### config.mk
export PLATFORM = sky130hd
export DESIGN_NAME = mmio_pin_bank
export DESIGN_NICKNAME = d
export VERILOG_FILES = /design/src/rtl/mmio_pkg.sv /design/src/rtl/mmio_pin_bank.sv
export SDC_FILE = /design/constraint.sdc
export NUM_CORES = 1
export LEC_CHECK = 0
export CORE_MARGIN = 2
export CORE_UTILIZATION = 50
export DETAILED_ROUTE_END_ITERATION = 8
export DONT_BUFFER_PORTS = 1
export SLEW_MARGIN = 10
export SYNTH_ARGS = -nofsm -noshare
export SYNTH_HDL_FRONTEND = slang
export SYNTH_SLANG_ARGS = --single-unit
### constraint.sdc
create_clock -name clk -period 1.5 [get_ports clk]
set_input_delay 0.075 -clock clk [delete_from_list [all_inputs] [get_ports clk]]
set_output_delay 0.075 -clock clk [all_outputs]
set_load 0.01 [all_outputs]
### src/rtl/mmio_pkg.sv
// package: register map, mode codes and carriers for the multipurpose pin bank
package mmio_pkg;
    localparam int unsigned MMIO_NPINS = 6;              // number of pins
    localparam logic [7:0] MMIO_OFS_OUT   = 8'h1A;      // pin_output_levels
    localparam logic [7:0] MMIO_OFS_IN    = 8'h1B;      // pin_input_levels
    localparam logic [7:0] MMIO_OFS_MODEL = 8'h1C;      // pin_mode_cfg_low
    localparam logic [7:0] MMIO_OFS_MODEM = 8'h1D;      // pin_mode_cfg_mid
    localparam logic [7:0] MMIO_OFS_MODEH = 8'h1E;      // pin_mode_cfg_high
    localparam logic [7:0] MMIO_OFS_PDN   = 8'h4E;      // discharge pulldown control
    localparam logic [7:0] MMIO_RST_BYTE  = 8'h00;      // reset value of data registers
    localparam logic [7:0] MMIO_MODEH_MASK = 8'h03;     // writable bits of high mode register
    localparam logic [7:0] MMIO_PDN_MASK   = 8'hF0;     // writable bits of pulldown register
    localparam logic [7:0] MMIO_DATA_MASK  = 8'h3F;     // used bits of data registers
    localparam int unsigned MMIO_PDN_LSB = 4;           // pulldown enables start here

    // 3-bit pin mode codes
    localparam logic [2:0] MMIO_M_SENSE = 3'h0;         // tracking sense / margin disable
    localparam logic [2:0] MMIO_M_PPIO  = 3'h1;         // push-pull logic i/o
    localparam logic [2:0] MMIO_M_ODIO  = 3'h2;         // open-drain logic i/o
    localparam logic [2:0] MMIO_M_PPFLT = 3'h3;         // push-pull fault output
    localparam logic [2:0] MMIO_M_ODFLT = 3'h4;         // open-drain fault output
    localparam logic [2:0] MMIO_M_LIN   = 3'h5;         // logic input only
    localparam logic [2:0] MMIO_M_WDOG  = 3'h6;         // pin 6 watchdog expire output
    localparam logic [2:0] MMIO_M_SPEC  = 3'h7;         // special function per pin

    // register access carrier
    typedef struct packed {
        logic       wrEn;                                // write strobe
        logic       rdEn;                                // read strobe
        logic [7:0] addr;                                // register offset
        logic [7:0] wdata;                               // write data
    } mmio_req_t;

    // fault and function inputs from the rest of the device
    typedef struct packed {
        logic       anyFault;                            // combined fault, high = fault
        logic [11:0] monFault;                           // per monitored input fault, high = crossed
        logic [11:0] selA;                               // selectable_fault_a dependencies
        logic [11:0] selB;                               // selectable_fault_b dependencies
        logic       watchdogExpire;                      // watchdog output level, high = expired
        logic       seqFault;                            // sequencing fault, high = fault
    } mmio_fault_t;

    // decoded pin functions handed back to the device
    typedef struct packed {
        logic [3:0] senseIn;                             // tracking sense levels pins 1..4
        logic [3:0] senseValid;                          // pin in sense mode
        logic       marginDisable;                       // pin 6 margin disable input
        logic       marginRaise;                         // margin_raise_input
        logic       marginLower;                         // margin_lower_input
        logic       manualReset;                         // manual_reset_input
        logic       watchdogKick;                        // watchdog_kick_input
    } mmio_func_t;
endpackage

### src/rtl/mmio_pin_bank.sv
// module: six multipurpose pins, their mode registers and data registers
`timescale 1ns/100ps
`default_nettype none
// Summary of operation
// - pins 1-3 modes in first/second registers
// - pins 4-6 modes in second/third registers
// - code 000 sense inputs, pin6 margin disable
// - codes 001/010/101 push-pull, open-drain, input
// - codes 011/100 fault outputs per pin
// - combined fault output drives active low
// - code 111 margin, reset, watchdog, power-up fault
// - code 110 pin 6 watchdog output
// - output register bit n-1 sets pin n
// - input register read-only, shows pin levels
// - data registers cleared, not boot-loaded
// - upper nibble enables sense discharge pulldowns
// - tracking sense levels passed to tracker
// - ramp and threshold settings live outside
// - selectable fault asserts on any selected input
module mmio_pin_bank
    import mmio_pkg::*;
#(
    parameter int unsigned NPINS = MMIO_NPINS              // pin count
) (
    input  wire logic         clk,                         // 50 MHz clock
    input  wire logic         rst_n,                       // async reset, active low
    input  wire logic         clkEn,                       // freezes all state when low
    input  wire mmio_req_t    regReq,                      // register access request
    output logic [7:0]        regRdata,                    // read data
    output logic              regRvalid,                   // read data valid pulse
    input  wire mmio_fault_t  faultIn,                     // fault sources
    input  wire logic [NPINS-1:0] pinIn,                   // pin levels from pads
    output logic [NPINS-1:0]  pinOut,                      // pin output level
    output logic [NPINS-1:0]  pinOe,                       // pin output enable, high drives
    output logic [3:0]        senseDischarge,              // sense pulldown enables
    output mmio_func_t        funcOut                      // decoded pin functions
);
    ////////////////////////////////////////////////////////////////////////////
    // elaboration checks
    // the pin-to-function map is fixed to six pins,
    // so any other count is refused at build time
    if (NPINS != MMIO_NPINS) begin : g_chk
        $error("pin bank is built for six pins only");
    end

    ////////////////////////////////////////////////////////////////////////////
    // registers
    // register map, one byte each:
    //   0x1A output levels, bit n-1 drives pin n
    //   0x1B input levels, read only
    //   0x1C to 0x1E three-bit mode per pin, packed
    //   0x4E discharge enables in the upper nibble
    //   other offsets read zero and ignore writes
    logic [7:0]       outLvl_r;                            // pin_output_levels
    logic [7:0]       modeLow_r;                           // pin_mode_cfg_low
    logic [7:0]       modeMid_r;                           // pin_mode_cfg_mid
    logic [7:0]       modeHigh_r;                          // pin_mode_cfg_high
    logic [7:0]       pdn_r;                               // pulldown control
    logic [NPINS-1:0] sync1_r;                             // first synchroniser stage
    logic [NPINS-1:0] sync2_r;                             // second synchroniser stage
    logic [2:0]       mode [NPINS];                        // decoded mode per pin
    logic [NPINS-1:0] drvLvl;                              // fault level each pin would drive in a fault mode
    logic [NPINS-1:0] pinOut_nxt;                          // next pad level
    logic [NPINS-1:0] pinOe_nxt;                           // next pad enable
    logic             faultA;                              // selectable fault a, high = fault
    logic             faultB;                              // selectable fault b, high = fault

    // is this a write to the given offset
    // shared by every register write decode
    function automatic logic wrHit(input mmio_req_t r, input logic [7:0] ofs);
        return r.wrEn && (r.addr == ofs);
    endfunction

    ////////////////////////////////////////////////////////////////////////////
    // mode field unpacking
    // pins 3 and 6 straddle two registers, so the
    // host writes both bytes; in between such a pin
    // briefly runs a mixed code
    always_comb begin
        mode[0] = modeLow_r[2:0];
        mode[1] = modeLow_r[5:3];
        mode[2] = {modeMid_r[0], modeLow_r[7:6]};
        mode[3] = modeMid_r[3:1];
        mode[4] = modeMid_r[6:4];
        mode[5] = {modeHigh_r[1:0], modeMid_r[7]};
    end

    ////////////////////////////////////////////////////////////////////////////
    // configuration register writes
    // reserved upper bits of the high register are
    // dropped on the way in and always read zero
    always_ff @(posedge clk or negedge rst_n) begin
        if (!rst_n) begin
            // all pins wake undriven in code 000: sense inputs on pins 1 to 4, margin disable on pin 6
            modeLow_r  <= MMIO_RST_BYTE;
            modeMid_r  <= MMIO_RST_BYTE;
            modeHigh_r <= MMIO_RST_BYTE;
        end else if (clkEn) begin
            // reserved codes are kept as written; host must avoid them
            if (wrHit(regReq, MMIO_OFS_MODEL)) begin
                modeLow_r <= regReq.wdata;
            end
            if (wrHit(regReq, MMIO_OFS_MODEM)) begin
                modeMid_r <= regReq.wdata;
            end
            if (wrHit(regReq, MMIO_OFS_MODEH)) begin
                modeHigh_r <= regReq.wdata & MMIO_MODEH_MASK;
            end
        end
    end

    // output data and pulldown writes
    // unused bits are masked off so that reads
    // return zero there
    always_ff @(posedge clk or negedge rst_n) begin
        if (!rst_n) begin
            // never boot-loaded: always comes up clear
            outLvl_r <= MMIO_RST_BYTE;
            pdn_r    <= MMIO_RST_BYTE;
        end else if (clkEn) begin
            if (wrHit(regReq, MMIO_OFS_OUT)) begin
                outLvl_r <= regReq.wdata & MMIO_DATA_MASK;
            end
            if (wrHit(regReq, MMIO_OFS_PDN)) begin
                pdn_r <= regReq.wdata & MMIO_PDN_MASK;
            end
        end
    end

    ////////////////////////////////////////////////////////////////////////////
    // pin input synchroniser
    // pads are asynchronous to clk; only the second
    // stage feeds logic, the first may be metastable,
    // so reads lag the pad by two clock edges
    always_ff @(posedge clk or negedge rst_n) begin
        if (!rst_n) begin
            sync1_r <= '0;
            sync2_r <= '0;
        end else if (clkEn) begin
            sync1_r <= pinIn;
            sync2_r <= sync1_r;
        end
    end

    ////////////////////////////////////////////////////////////////////////////
    // register reads, one cycle latency; input register ignores writes
    // read data holds until the next read; valid
    // pulses for a single cycle per request;
    // a write to the input register matches no
    // write decode and so changes nothing
    always_ff @(posedge clk or negedge rst_n) begin
        if (!rst_n) begin
            regRdata  <= MMIO_RST_BYTE;
            regRvalid <= 1'b0;
        end else if (clkEn) begin
            regRvalid <= regReq.rdEn;
            if (regReq.rdEn) begin
                unique case (regReq.addr)
                    MMIO_OFS_OUT:   regRdata <= outLvl_r;
                    MMIO_OFS_IN:    regRdata <= {2'h0, sync2_r};
                    MMIO_OFS_MODEL: regRdata <= modeLow_r;
                    MMIO_OFS_MODEM: regRdata <= modeMid_r;
                    MMIO_OFS_MODEH: regRdata <= modeHigh_r;
                    MMIO_OFS_PDN:   regRdata <= pdn_r;
                    default:        regRdata <= MMIO_RST_BYTE; // unmapped reads zero
                endcase
            end
        end
    end

    ////////////////////////////////////////////////////////////////////////////
    // selectable faults: any selected monitored input crossing
    // dependency masks and polarity live outside;
    // here the selected crossings are only merged
    always_comb begin
        faultA = |(faultIn.monFault & faultIn.selA);
        faultB = |(faultIn.monFault & faultIn.selB);
    end

    ////////////////////////////////////////////////////////////////////////////
    // output drive per pin and mode
    // one case on each pin's mode builds its drive;
    // a released open-drain pin is left to the board
    // pull-up, so pinOut stays low while it floats
    always_comb begin
        for (int i = 0; i < NPINS; i++) begin
            // fault source per pin, driven active low
            if (i < 4) begin
                drvLvl[i] = ~faultIn.anyFault;
            end else if (i == 4) begin
                drvLvl[i] = ~faultA;
            end else begin
                drvLvl[i] = ~faultB;
            end
            pinOut_nxt[i] = 1'b0;
            pinOe_nxt[i]  = 1'b0;
            unique case (mode[i])
                MMIO_M_PPIO: begin
                    pinOut_nxt[i] = outLvl_r[i];
                    pinOe_nxt[i]  = 1'b1;
                end
                MMIO_M_ODIO: begin
                    pinOe_nxt[i] = ~outLvl_r[i];
                end
                MMIO_M_PPFLT: begin
                    pinOut_nxt[i] = drvLvl[i];
                    pinOe_nxt[i]  = 1'b1;
                end
                MMIO_M_ODFLT: begin
                    pinOe_nxt[i] = ~drvLvl[i];
                end
                MMIO_M_WDOG: begin
                    // reserved on pins 1 to 5: left released
                    pinOe_nxt[i] = (i == 5) && faultIn.watchdogExpire;
                end
                MMIO_M_SPEC: begin
                    // an input on pins 2 to 5, reserved on pin 1
                    pinOe_nxt[i] = (i == 5) && faultIn.seqFault;
                end
                default: begin                             // sense and input modes float
                    pinOe_nxt[i] = 1'b0;
                end
            endcase
        end
    end

    // registered pad drive
    // registered so decode glitches never reach a pad
    always_ff @(posedge clk or negedge rst_n) begin
        if (!rst_n) begin
            pinOut <= '0;
            pinOe  <= '0;
        end else if (clkEn) begin
            pinOut <= pinOut_nxt;
            pinOe  <= pinOe_nxt;
        end
    end

    ////////////////////////////////////////////////////////////////////////////
    // decoded input functions, taken from synchronised levels
    // a pin outside its function mode reports 0;
    // sense levels go out unconditionally
    always_ff @(posedge clk or negedge rst_n) begin
        if (!rst_n) begin
            funcOut        <= '0;
            senseDischarge <= '0;
        end else if (clkEn) begin
            senseDischarge <= pdn_r[MMIO_PDN_LSB +: 4];
            for (int i = 0; i < 4; i++) begin
                // tracker applies its own ramp slew and threshold
                funcOut.senseIn[i]    <= sync2_r[i];
                funcOut.senseValid[i] <= (mode[i] == MMIO_M_SENSE);
            end
            funcOut.marginDisable <= (mode[5] == MMIO_M_SENSE) && sync2_r[5];
            funcOut.marginRaise   <= (mode[1] == MMIO_M_SPEC) && sync2_r[1];
            funcOut.marginLower   <= (mode[2] == MMIO_M_SPEC) && sync2_r[2];
            funcOut.manualReset   <= (mode[3] == MMIO_M_SPEC) && sync2_r[3];
            funcOut.watchdogKick  <= (mode[4] == MMIO_M_SPEC) && sync2_r[4];
        end
    end
endmodule
`default_nettype wire

==> results of run 1 <==
[placed cells by master, fill, tap and decap left out, drive strengths merged, types with 2 or more instances in the layout]
master / n
o2bb2ai: 2
a31oi: 3
o211ai: 2
mux2i: 16
a21oi: 9
buf: 4
o32a: 4
o22ai: 4
dfrtp: 78
o41ai: 5
nor3: 3
nand2b: 3
bufinv: 2
mux2: 50
nand2: 30
clkbuf: 9
inv: 12
nor2b: 2
dlygate4sd3: 17
a32oi: 4
clkinv: 5
a22oi: 14
nand4: 6
nor2: 10
a22o: 3
o21ai: 18
nor4: 4
nand4b: 7
[sequential cells by signal (all words and copies together) (netlist names)]
signal / cells
modeMid_r: 8
modeHigh_r: 2
funcOut: 13
regRvalid: 1
sync1_r: 6
sync2_r: 6
outLvl_r: 6
modeLow_r: 8
pinOe: 6
regRdata: 8
pinOut: 6
pdn_r: 4
senseDischarge: 4
[power by group through the flow]
| stage | registers (uW) | clock network, uW | logic, uW |
|---|---|---|---|
| 3_3_place_gp | 2380 | 0 | 255 |
| 5_1_grt | 2360 | 1890 | 370 |
| 3_5_place_dp | 2380 | 0 | 260 |
| 4_1_cts | 2340 | 1790 | 336 |
| 2_1_floorplan | 2340 | 0 | 272 |
| 6_report | 2340 | 1750 | 334 |
[area by class of cell]
class | instances | share of cell area (%)
inverters | 13 | 1.154
repair buffers | 21 | 5.031
clock buffers | 9 | 2.930
multi-input cells | 210 | 39.45
well taps | 99 | 2.930
flip-flops and latches | 78 | 46.17
clock inverters | 7 | 2.338
[per-layer routing]
metal | part of all wire [%] | GRT usage, % | wire (um)
met5 | 0 | 0 | 0
met2 | 44 | 31.72 | 3721
met3 | 5.9 | 5.676 | 496
met1 | 49 | 30.52 | 4115
met4 | 1.6 | 7.821 | 136
[per-stage QoR]
step	total power, uW	setup TNS (ns)	instance area [um2]
final	4428	0	4228
after floorplan	2612	0	3744
after detailed placement	2643	-0.1182	3815
after global routing	4615	0	4228
after global placement	2637	-0.04268	3815
after CTS	4465	0	4228
[worst paths after layout]
path                                    from           end  slack (ns)  depth (start not counted)
worst min register to register    sync1_r[4]    sync2_r[4]        0.51                          1
max in group asynchronous              rst_n    sync1_r[4]        1.98                          0
min in group clk                  regReq[10]  modeMid_r[3]        0.02                          2
worst max-delay path               regReq[8]      pdn_r[4]        0.26                          3
worst max register to register  modeLow_r[6]   regRdata[6]        0.26                          3
worst min-delay path                   rst_n      pinOe[0]       -0.60                          0
[logic make-up (layout without fill, tap and decap cells)]
kind of cell           count (synthesis)  in the layout  synth area share (%)
AO/OA/AOI/OAI                         72             72                 13.20
flip-flops                            78             78                 52.14
AND/OR/NAND/NOR                       72             72                 12.03
buffers and inverters                 29             50                 3.309
multiplexers                          66             66                 19.32
[worst reg2reg max path: stages (launching register included)]
cell and delay (ns):
dfrtp_1 0.47, mux2_2 0.32, a32oi_1 0.22, o21ai_0 0.10
==> metrics.cfg, run 1 <==
[run_status]
outcome=finished with violations
violations=hold timing

[route]
wl_per_cell_um=19.38
wl_um=8469
drtIter0Drc=155
drc=0
viasPerCell=5.989
first_pass_iters=4
vias=2617
drt.antenna.violating_nets=0

[worst_setup_path]
critPathKind=input port to register
crit_path_cell_trace=dlygate4sd3_1 > nor4_4 > mux2_2
path_delay_family=buffers and inverters
crit_fanout=20
startpoint_type=input port
required_ns=1.74
crit_path_top_delay_cell=dlygate4sd3_1
crit_buf_inv=1
max_stage_delay_ns=0.62
end_kind=register
arrival_ns=1.48

[layout]
finalCoreUtilization_pct=58.29
layout.area.seq_um2=1952
drive_gt1_share_pct=23.08
synthToLayoutAreaGrowth_pct=12.93
multi_input_area_um2=1668
n_antenna_cell=0
stdcell_count=437
layout.nets=399
nFillCells=645

[logic_synthesis]
netlist_top_cells_count=dfrtp_1, mux2_2, nand2_1
synth_area_leaders=dfrtp_1, mux2_2, mux2i_1
postSynthAreaPerCell_um2=11.81
synth_cell_types=45
ys_ff_latch=78
yosys.area.top_type=dfrtp_1
ys_seq_area_share_pct=52.14
ys_async_sr_fraction_pct=100.0
synth_warnings=0
yosys.area.top_type_share_pct=52.14
synth_top_flop_cell=dfrtp_1
yosysMostFrequentCell=dfrtp_1
synth_edf_count=0
netlist_area_um2=3744
syn-instance-count=317
synth_nets=383

[die]
pin_count=104
die_area_um2=8196
start_util_pct=51.61
die_height_um=90.53
row_count=31
core_area_um2=7253
die_w_um=90.53

[clock_network]
cts_root_buf=clkbuf_8
cts_setup_buffers=0
htreeDepth=3
clockBufferDepth=2
cts_tree=built
cts_sinks=78
cts_buffers=9
ctsResizeCount=0
clk_transition_reported_paths_ns=0.09
insertion_delay_ns=0.36
cts_hold_buf=18

[pwr]
p_leak_uw=0.001842
p_seq_share_pct=52.9
powerDensity_nw_per_um2=1047
ir_worst_vdd_mv=0.5632
p_clk_share_pct=39.6
p_int_uw=3341
pwr-share-comb_pct=7.5
swShare_pct=24.55
p_switching_uw=1087

[sta]
finalCriticalPeriod_ns=1.243
fmax_ghz=0.8048
fin_skew_ns=0.01203
hold_violations=78
rsz0062_at_grt=false
holdWs_ns=-0.6032
fin_crit_sh_pct=82.84
max_slew_margin_pct=65.55
setup_viol_count_final=0
setup_slack_ns=0.2575
maxSlewViolCount=0
worst_pin_slew_ns=0.5136

[global_routing]
grt-ovfl-total=0
grt_max_degree=79
antenna_found_initial=0
track_usage_pct=21.47
grt_pass1_wl_um=13730
grt_pass1_vias=2622

[placement]
io_buffer_count=0
dpl_worst_slack_ns=-0.03080
place_hpwl_um=5806
dpl.cell_count=403
routabilityCongestion=0.7958

[flow_run]
maxCapViolations=0

[hold_path]
min_path_type=input port to async pin

No activity file was read; power rests on OpenSTA's default activity.
==> run 2, diff against run 1 <==
Settings changed: PLACE_DENSITY set to 0.68.
Clock period 1.5 ns to 1.1 ns, I/O delays scaled along.
==> run 2 against run 1 <==
  * The run ends with hold timing, setup timing left
  * Final area increased by 6.2%
  * Clock skew up 0.00056 ns
  * Largest cell class unchanged
  * Flip-flop and latch count unchanged
  * Routed wire length rose by 1.9%
  * Total power up 33%
  * Highest routed layer unchanged
  * Non-clock buffer count rose by 24
  * Critical path type is now register to register
==> metrics.cfg, run 2 (same netlist as run 1, synthesis figures left out) <==
[placement]
dpl.cell_count=423
place_hpwl_um=5913
routabilityCongestion=0.7990
io_buffer_count=0

[global_routing]
antenna_found_initial=0
grt_pass1_wl_um=14060
grt-ovfl-total=0
track_usage_pct=21.90
grt_max_degree=79
grt_pass1_vias=2711

[layout]
drive_gt1_share_pct=34.25
stdcell_count=461
layout.nets=423
multi_input_area_um2=1760
nFillCells=620
largest_reg_flops=13
layout_commonest_cell=dfrtp_1
layout.area.seq_um2=1966
n_antenna_cell=0
largest_register=funcOut
layout_common_cells=dfrtp_1, mux2_2, nand2_1, buf_4, dlygate4sd3_1
synthToLayoutAreaGrowth_pct=19.89

[die]
die_area_um2=8196
die_height_um=90.53
pin_count=104
start_util_pct=51.61
row_count=31
die_w_um=90.53
core_area_um2=7253

[clock_network]
clockBufferDepth=2
cts_tree=built
htreeDepth=3
clk_transition_reported_paths_ns=0.08
cts_root_buf=clkbuf_8
insertion_delay_ns=0.35
cts_buffers=9
cts_sinks=78
cts_hold_buf=16

[sta]
fmax_ghz=0.9025
fin_skew_ns=0.01260
setup_slack_ns=-0.007998
setup_viol_count_final=2
worst_pin_slew_ns=0.3568
max_slew_margin_pct=76.03
finalCriticalPeriod_ns=1.108
maxSlewViolCount=0
rsz0062_at_grt=true
hold_violations=117
fin_crit_sh_pct=100.7
holdWs_ns=-0.6148

[route]
drc=0
wl_per_cell_um=18.72
wl_um=8632
drt.antenna.violating_nets=0
vias=2720
drtIter0Drc=181
viasPerCell=5.900
first_pass_iters=6

[worst_setup_path]
required_ns=1.34
critPathKind=register to register
crit_fanout=6
startpoint_type=register
end_kind=register
arrival_ns=1.34

[pwr]
power_uw=5888
ir_worst_vdd_mv=0.8862
p_leak_uw=0.001980
powerDensity_nw_per_um2=1312

[hold_path]
min_path_type=input port to async pin

[run_status]
violations=hold timing, setup timing
outcome=finished with violations

[flow_run]
maxCapViolations=0

[run 2: power breakdown]
| group | internal, uW | leakage (uW) | total (uW) | switching (uW) |
|---|---|---|---|---|
| sequential | 3020 | 0.00101 | 3180 | 157 |
| combinational | 320 | 0.000865 | 546 | 226 |
| clock | 1160 | 0.000106 | 2160 | 1000 |
[run 2: through the flow]
stage	TNS, ns	util (%)	hold slack, ns	setup slack, ns	area [um2]
6_report	-0.01440	61.88	-0.6148	-0.007998	4488
5_1_grt	-0.2661	61.88	-0.6388	-0.06560	4488
4_1_cts	-0.04203	60.22	-0.6291	-0.03184	4368
3_5_place_dp	-8.080	54.80	-0.2388	-0.2870	3975
3_3_place_gp	-7.676	54.80	-0.2381	-0.2726	3975
2_1_floorplan	-5.499	-	-0.2406	-0.2130	3766
[run 2: cell type report]
type	instances	share of cell area, %
clock buffer	12	3.457
clock inverter	4	1.004
inverter	13	1.087
multi-input combinational	210	39.23
sequential	78	43.80
tap	99	2.760
timing repair buffer	45	8.670
[run 2: per-layer routing]
metal	routed length [um]	track usage [%]
met1	3983	30.52
met2	4004	31.78
met3	545	7.513
met4	98	7.949
met5	0	0
[run 2: worst max-delay path, stage by stage, from the launching register on]
cell and delay (ns):
dfrtp_2 0.41, buf_4 0.16, nor2b_1 0.16, o211ai_1 0.19
o21ai_1 0.08
[run 2: worst paths after layout]
kind	startpoint	slack, ns	cells after the start	endpoint
worst max-delay path	modeHigh_r[0]	-0.008	4	pinOe[5]
worst min-delay path	rst_n	-0.61	0	pinOe[0]
worst max register to register	modeHigh_r[0]	-0.008	4	pinOe[5]
worst min register to register	sync1_r[2]	0.51	1	sync1_r[2]
max in group asynchronous	rst_n	1.55	0	modeMid_r[7]
min in group clk	clkEn	-0.22	1	pinOe[0]
[run 2: timing repair]
action                                  in CTS  in global routing
pin swaps                                    1                 12
endpoints found under the setup margin       7                 14
resized for setup                            4                 30
buffers inserted                             3                  3
endpoints found under the hold margin      141                114
==> run 3, diff against run 2 <==
Settings changed: CELL_PAD_IN_SITES_DETAIL_PLACEMENT set to 1, CELL_PAD_IN_SITES_GLOBAL_PLACEMENT set to 1, CORE_UTILIZATION 50 to 44, PLACE_DENSITY 0.68 to unset, PLACE_DENSITY_LB_ADDON set to 0.1, SLEW_MARGIN 10 to 25.
==> run 3 against run 2 <==
  * The run still ends with hold timing, setup timing left
  * Cell count is 1.7% higher
  * Combinational power up 3.8%
  * First-iteration DRC count fell by 55%
  * Global-route usage shrank 0.31 points
  * Worst hold slack better by 0.0065 ns
  * Critical path depth is the same
  * Routed wire length is 13% higher
==> metrics.cfg, run 3 (same netlist as run 1, synthesis figures left out) <==
[layout]
layout.nets=425
drive_gt1_share_pct=35.99
layout.area.seq_um2=1962
layout_commonest_cell=dfrtp_1
largest_register=funcOut
synthToLayoutAreaGrowth_pct=21.29
largest_reg_flops=13
multi_input_area_um2=1797
n_antenna_cell=0
final_area_um2=4541
finalCoreUtilization_pct=55.26
nFillCells=868
layout_common_cells=dfrtp_1, mux2_2, nand2_1, buf_4, dlygate4sd3_1

[global_routing]
grt_pass1_vias=2867
grt_pass1_wl_um=14920
grt_max_degree=79
track_usage_pct=21.59
grt-ovfl-total=0
antenna_found_initial=0

[sta]
holdWs_ns=-0.6083
rsz0062_at_grt=true
hold_violations=114
setup_viol_count_final=3
max_slew_margin_pct=75.27
finalCriticalPeriod_ns=1.116
worst_pin_slew_ns=0.3682
setup_slack_ns=-0.01641
maxSlewViolCount=0
fin_skew_ns=0.008953
fin_crit_sh_pct=101.5
fmax_ghz=0.8957

[worst_setup_path]
required_ns=1.33
crit_fanout=6
crit_path_top_delay_cell=dfrtp_1
path_delay_family=flip-flops
max_stage_delay_ns=0.42
startpoint_type=register
worst-r2r-cell-count=4
critPathKind=register to register
end_kind=register
cp.depth=4
crit_path_cell_trace=buf_6 > nand4b_1 > nor4_2 > a211o_1
crit_buf_inv=1
arrival_ns=1.35

[route]
drc=0
viasPerCell=5.795
vias=2718
drt.antenna.violating_nets=0
first_pass_iters=4
wl_per_cell_um=20.77
wl_um=9739
drtIter0Drc=81

[pwr]
p_leak_uw=0.002010
powerDensity_nw_per_um2=1304
ir_worst_vdd_mv=0.7634

[clock_network]
insertion_delay_ns=0.35
cts_hold_buf=17
cts_tree=built
htreeDepth=3
cts_root_buf=clkbuf_8
cts_sinks=78
clk_transition_reported_paths_ns=0.08
cts_buffers=9
clockBufferDepth=2

[die]
die_height_um=96.24
pin_count=104
die_w_um=96.24
die_area_um2=9262
row_count=33
core_area_um2=8217
start_util_pct=45.56

[placement]
place_hpwl_um=6878
dpl_cell_area_um2=4020
routabilityCongestion=0.8032
io_buffer_count=0
dpl_worst_slack_ns=-0.3422

[run_status]
violations=hold timing, setup timing
outcome=finished with violations

[flow_run]
maxCapViolations=0

[hold_path]
min_path_type=input port to async pin

[run 3: worst register-to-register path: cells and delay by family, from the launching register on]
kind / cells / cell delay, ns
flip-flops: 1 / 0.42
AO/OA/AOI/OAI: 1 / 0.26
buffers and inverters: 1 / 0.16
AND/OR/NAND/NOR: 2 / 0.16
[run 3: repair_timing]
| action | 4_1_cts | 5_1_grt |
|---|---|---|
| buffers inserted | 2 | 0 |
| gates resized for setup | 20 | 17 |
| endpoints found under the hold margin | 141 | 113 |
| setup endpoints to repair | 12 | 17 |
| pin swaps | 9 | 9 |
[run 3: stage by stage]
stage	std cells	total power (uW)	TNS [ns]
after global routing	469	6179	-0.6052
after floorplan	317	3568	-5.499
final	469	5920	-0.03881
after detailed placement	434	3701	-9.166
after CTS	469	5959	-0.08136
after global placement	434	3681	-7.974
[run 3: path summary, 6_finish.rpt]
path	from	endpoint	slack [ns]
worst min register to register	sync1_r[0]	sync1_r[0]	0.51
worst max-delay path	modeHigh_r[0]	pinOut[5]	-0.02
max in group asynchronous	rst_n	modeLow_r[3]	1.58
worst min-delay path	rst_n	pinOut[2]	-0.61
worst max register to register	modeHigh_r[0]	pinOut[5]	-0.02
min in group clk	clkEn	pinOe[2]	-0.20
[run 3: routing by layer]
metal	routed length (um)	track usage, %
met4	134	5.714
met5	0	0
met1	4339	28.56
met3	632	5.795
met2	4632	35.01
[run 3: area by class of cell]
cell class | instances | area share [%]
inverters | 13 | 1.075
flip-flops and latches | 78 | 43.21
clock inverters | 6 | 1.350
multi-input cells | 210 | 39.57
clock buffers | 10 | 3.031
well taps | 105 | 2.893
repair buffers | 47 | 8.873
[run 3: power by group]
group	internal, uW	switching [uW]
registers	3020	163
clock network	1100	1070
logic	326	241
total	4450	1470
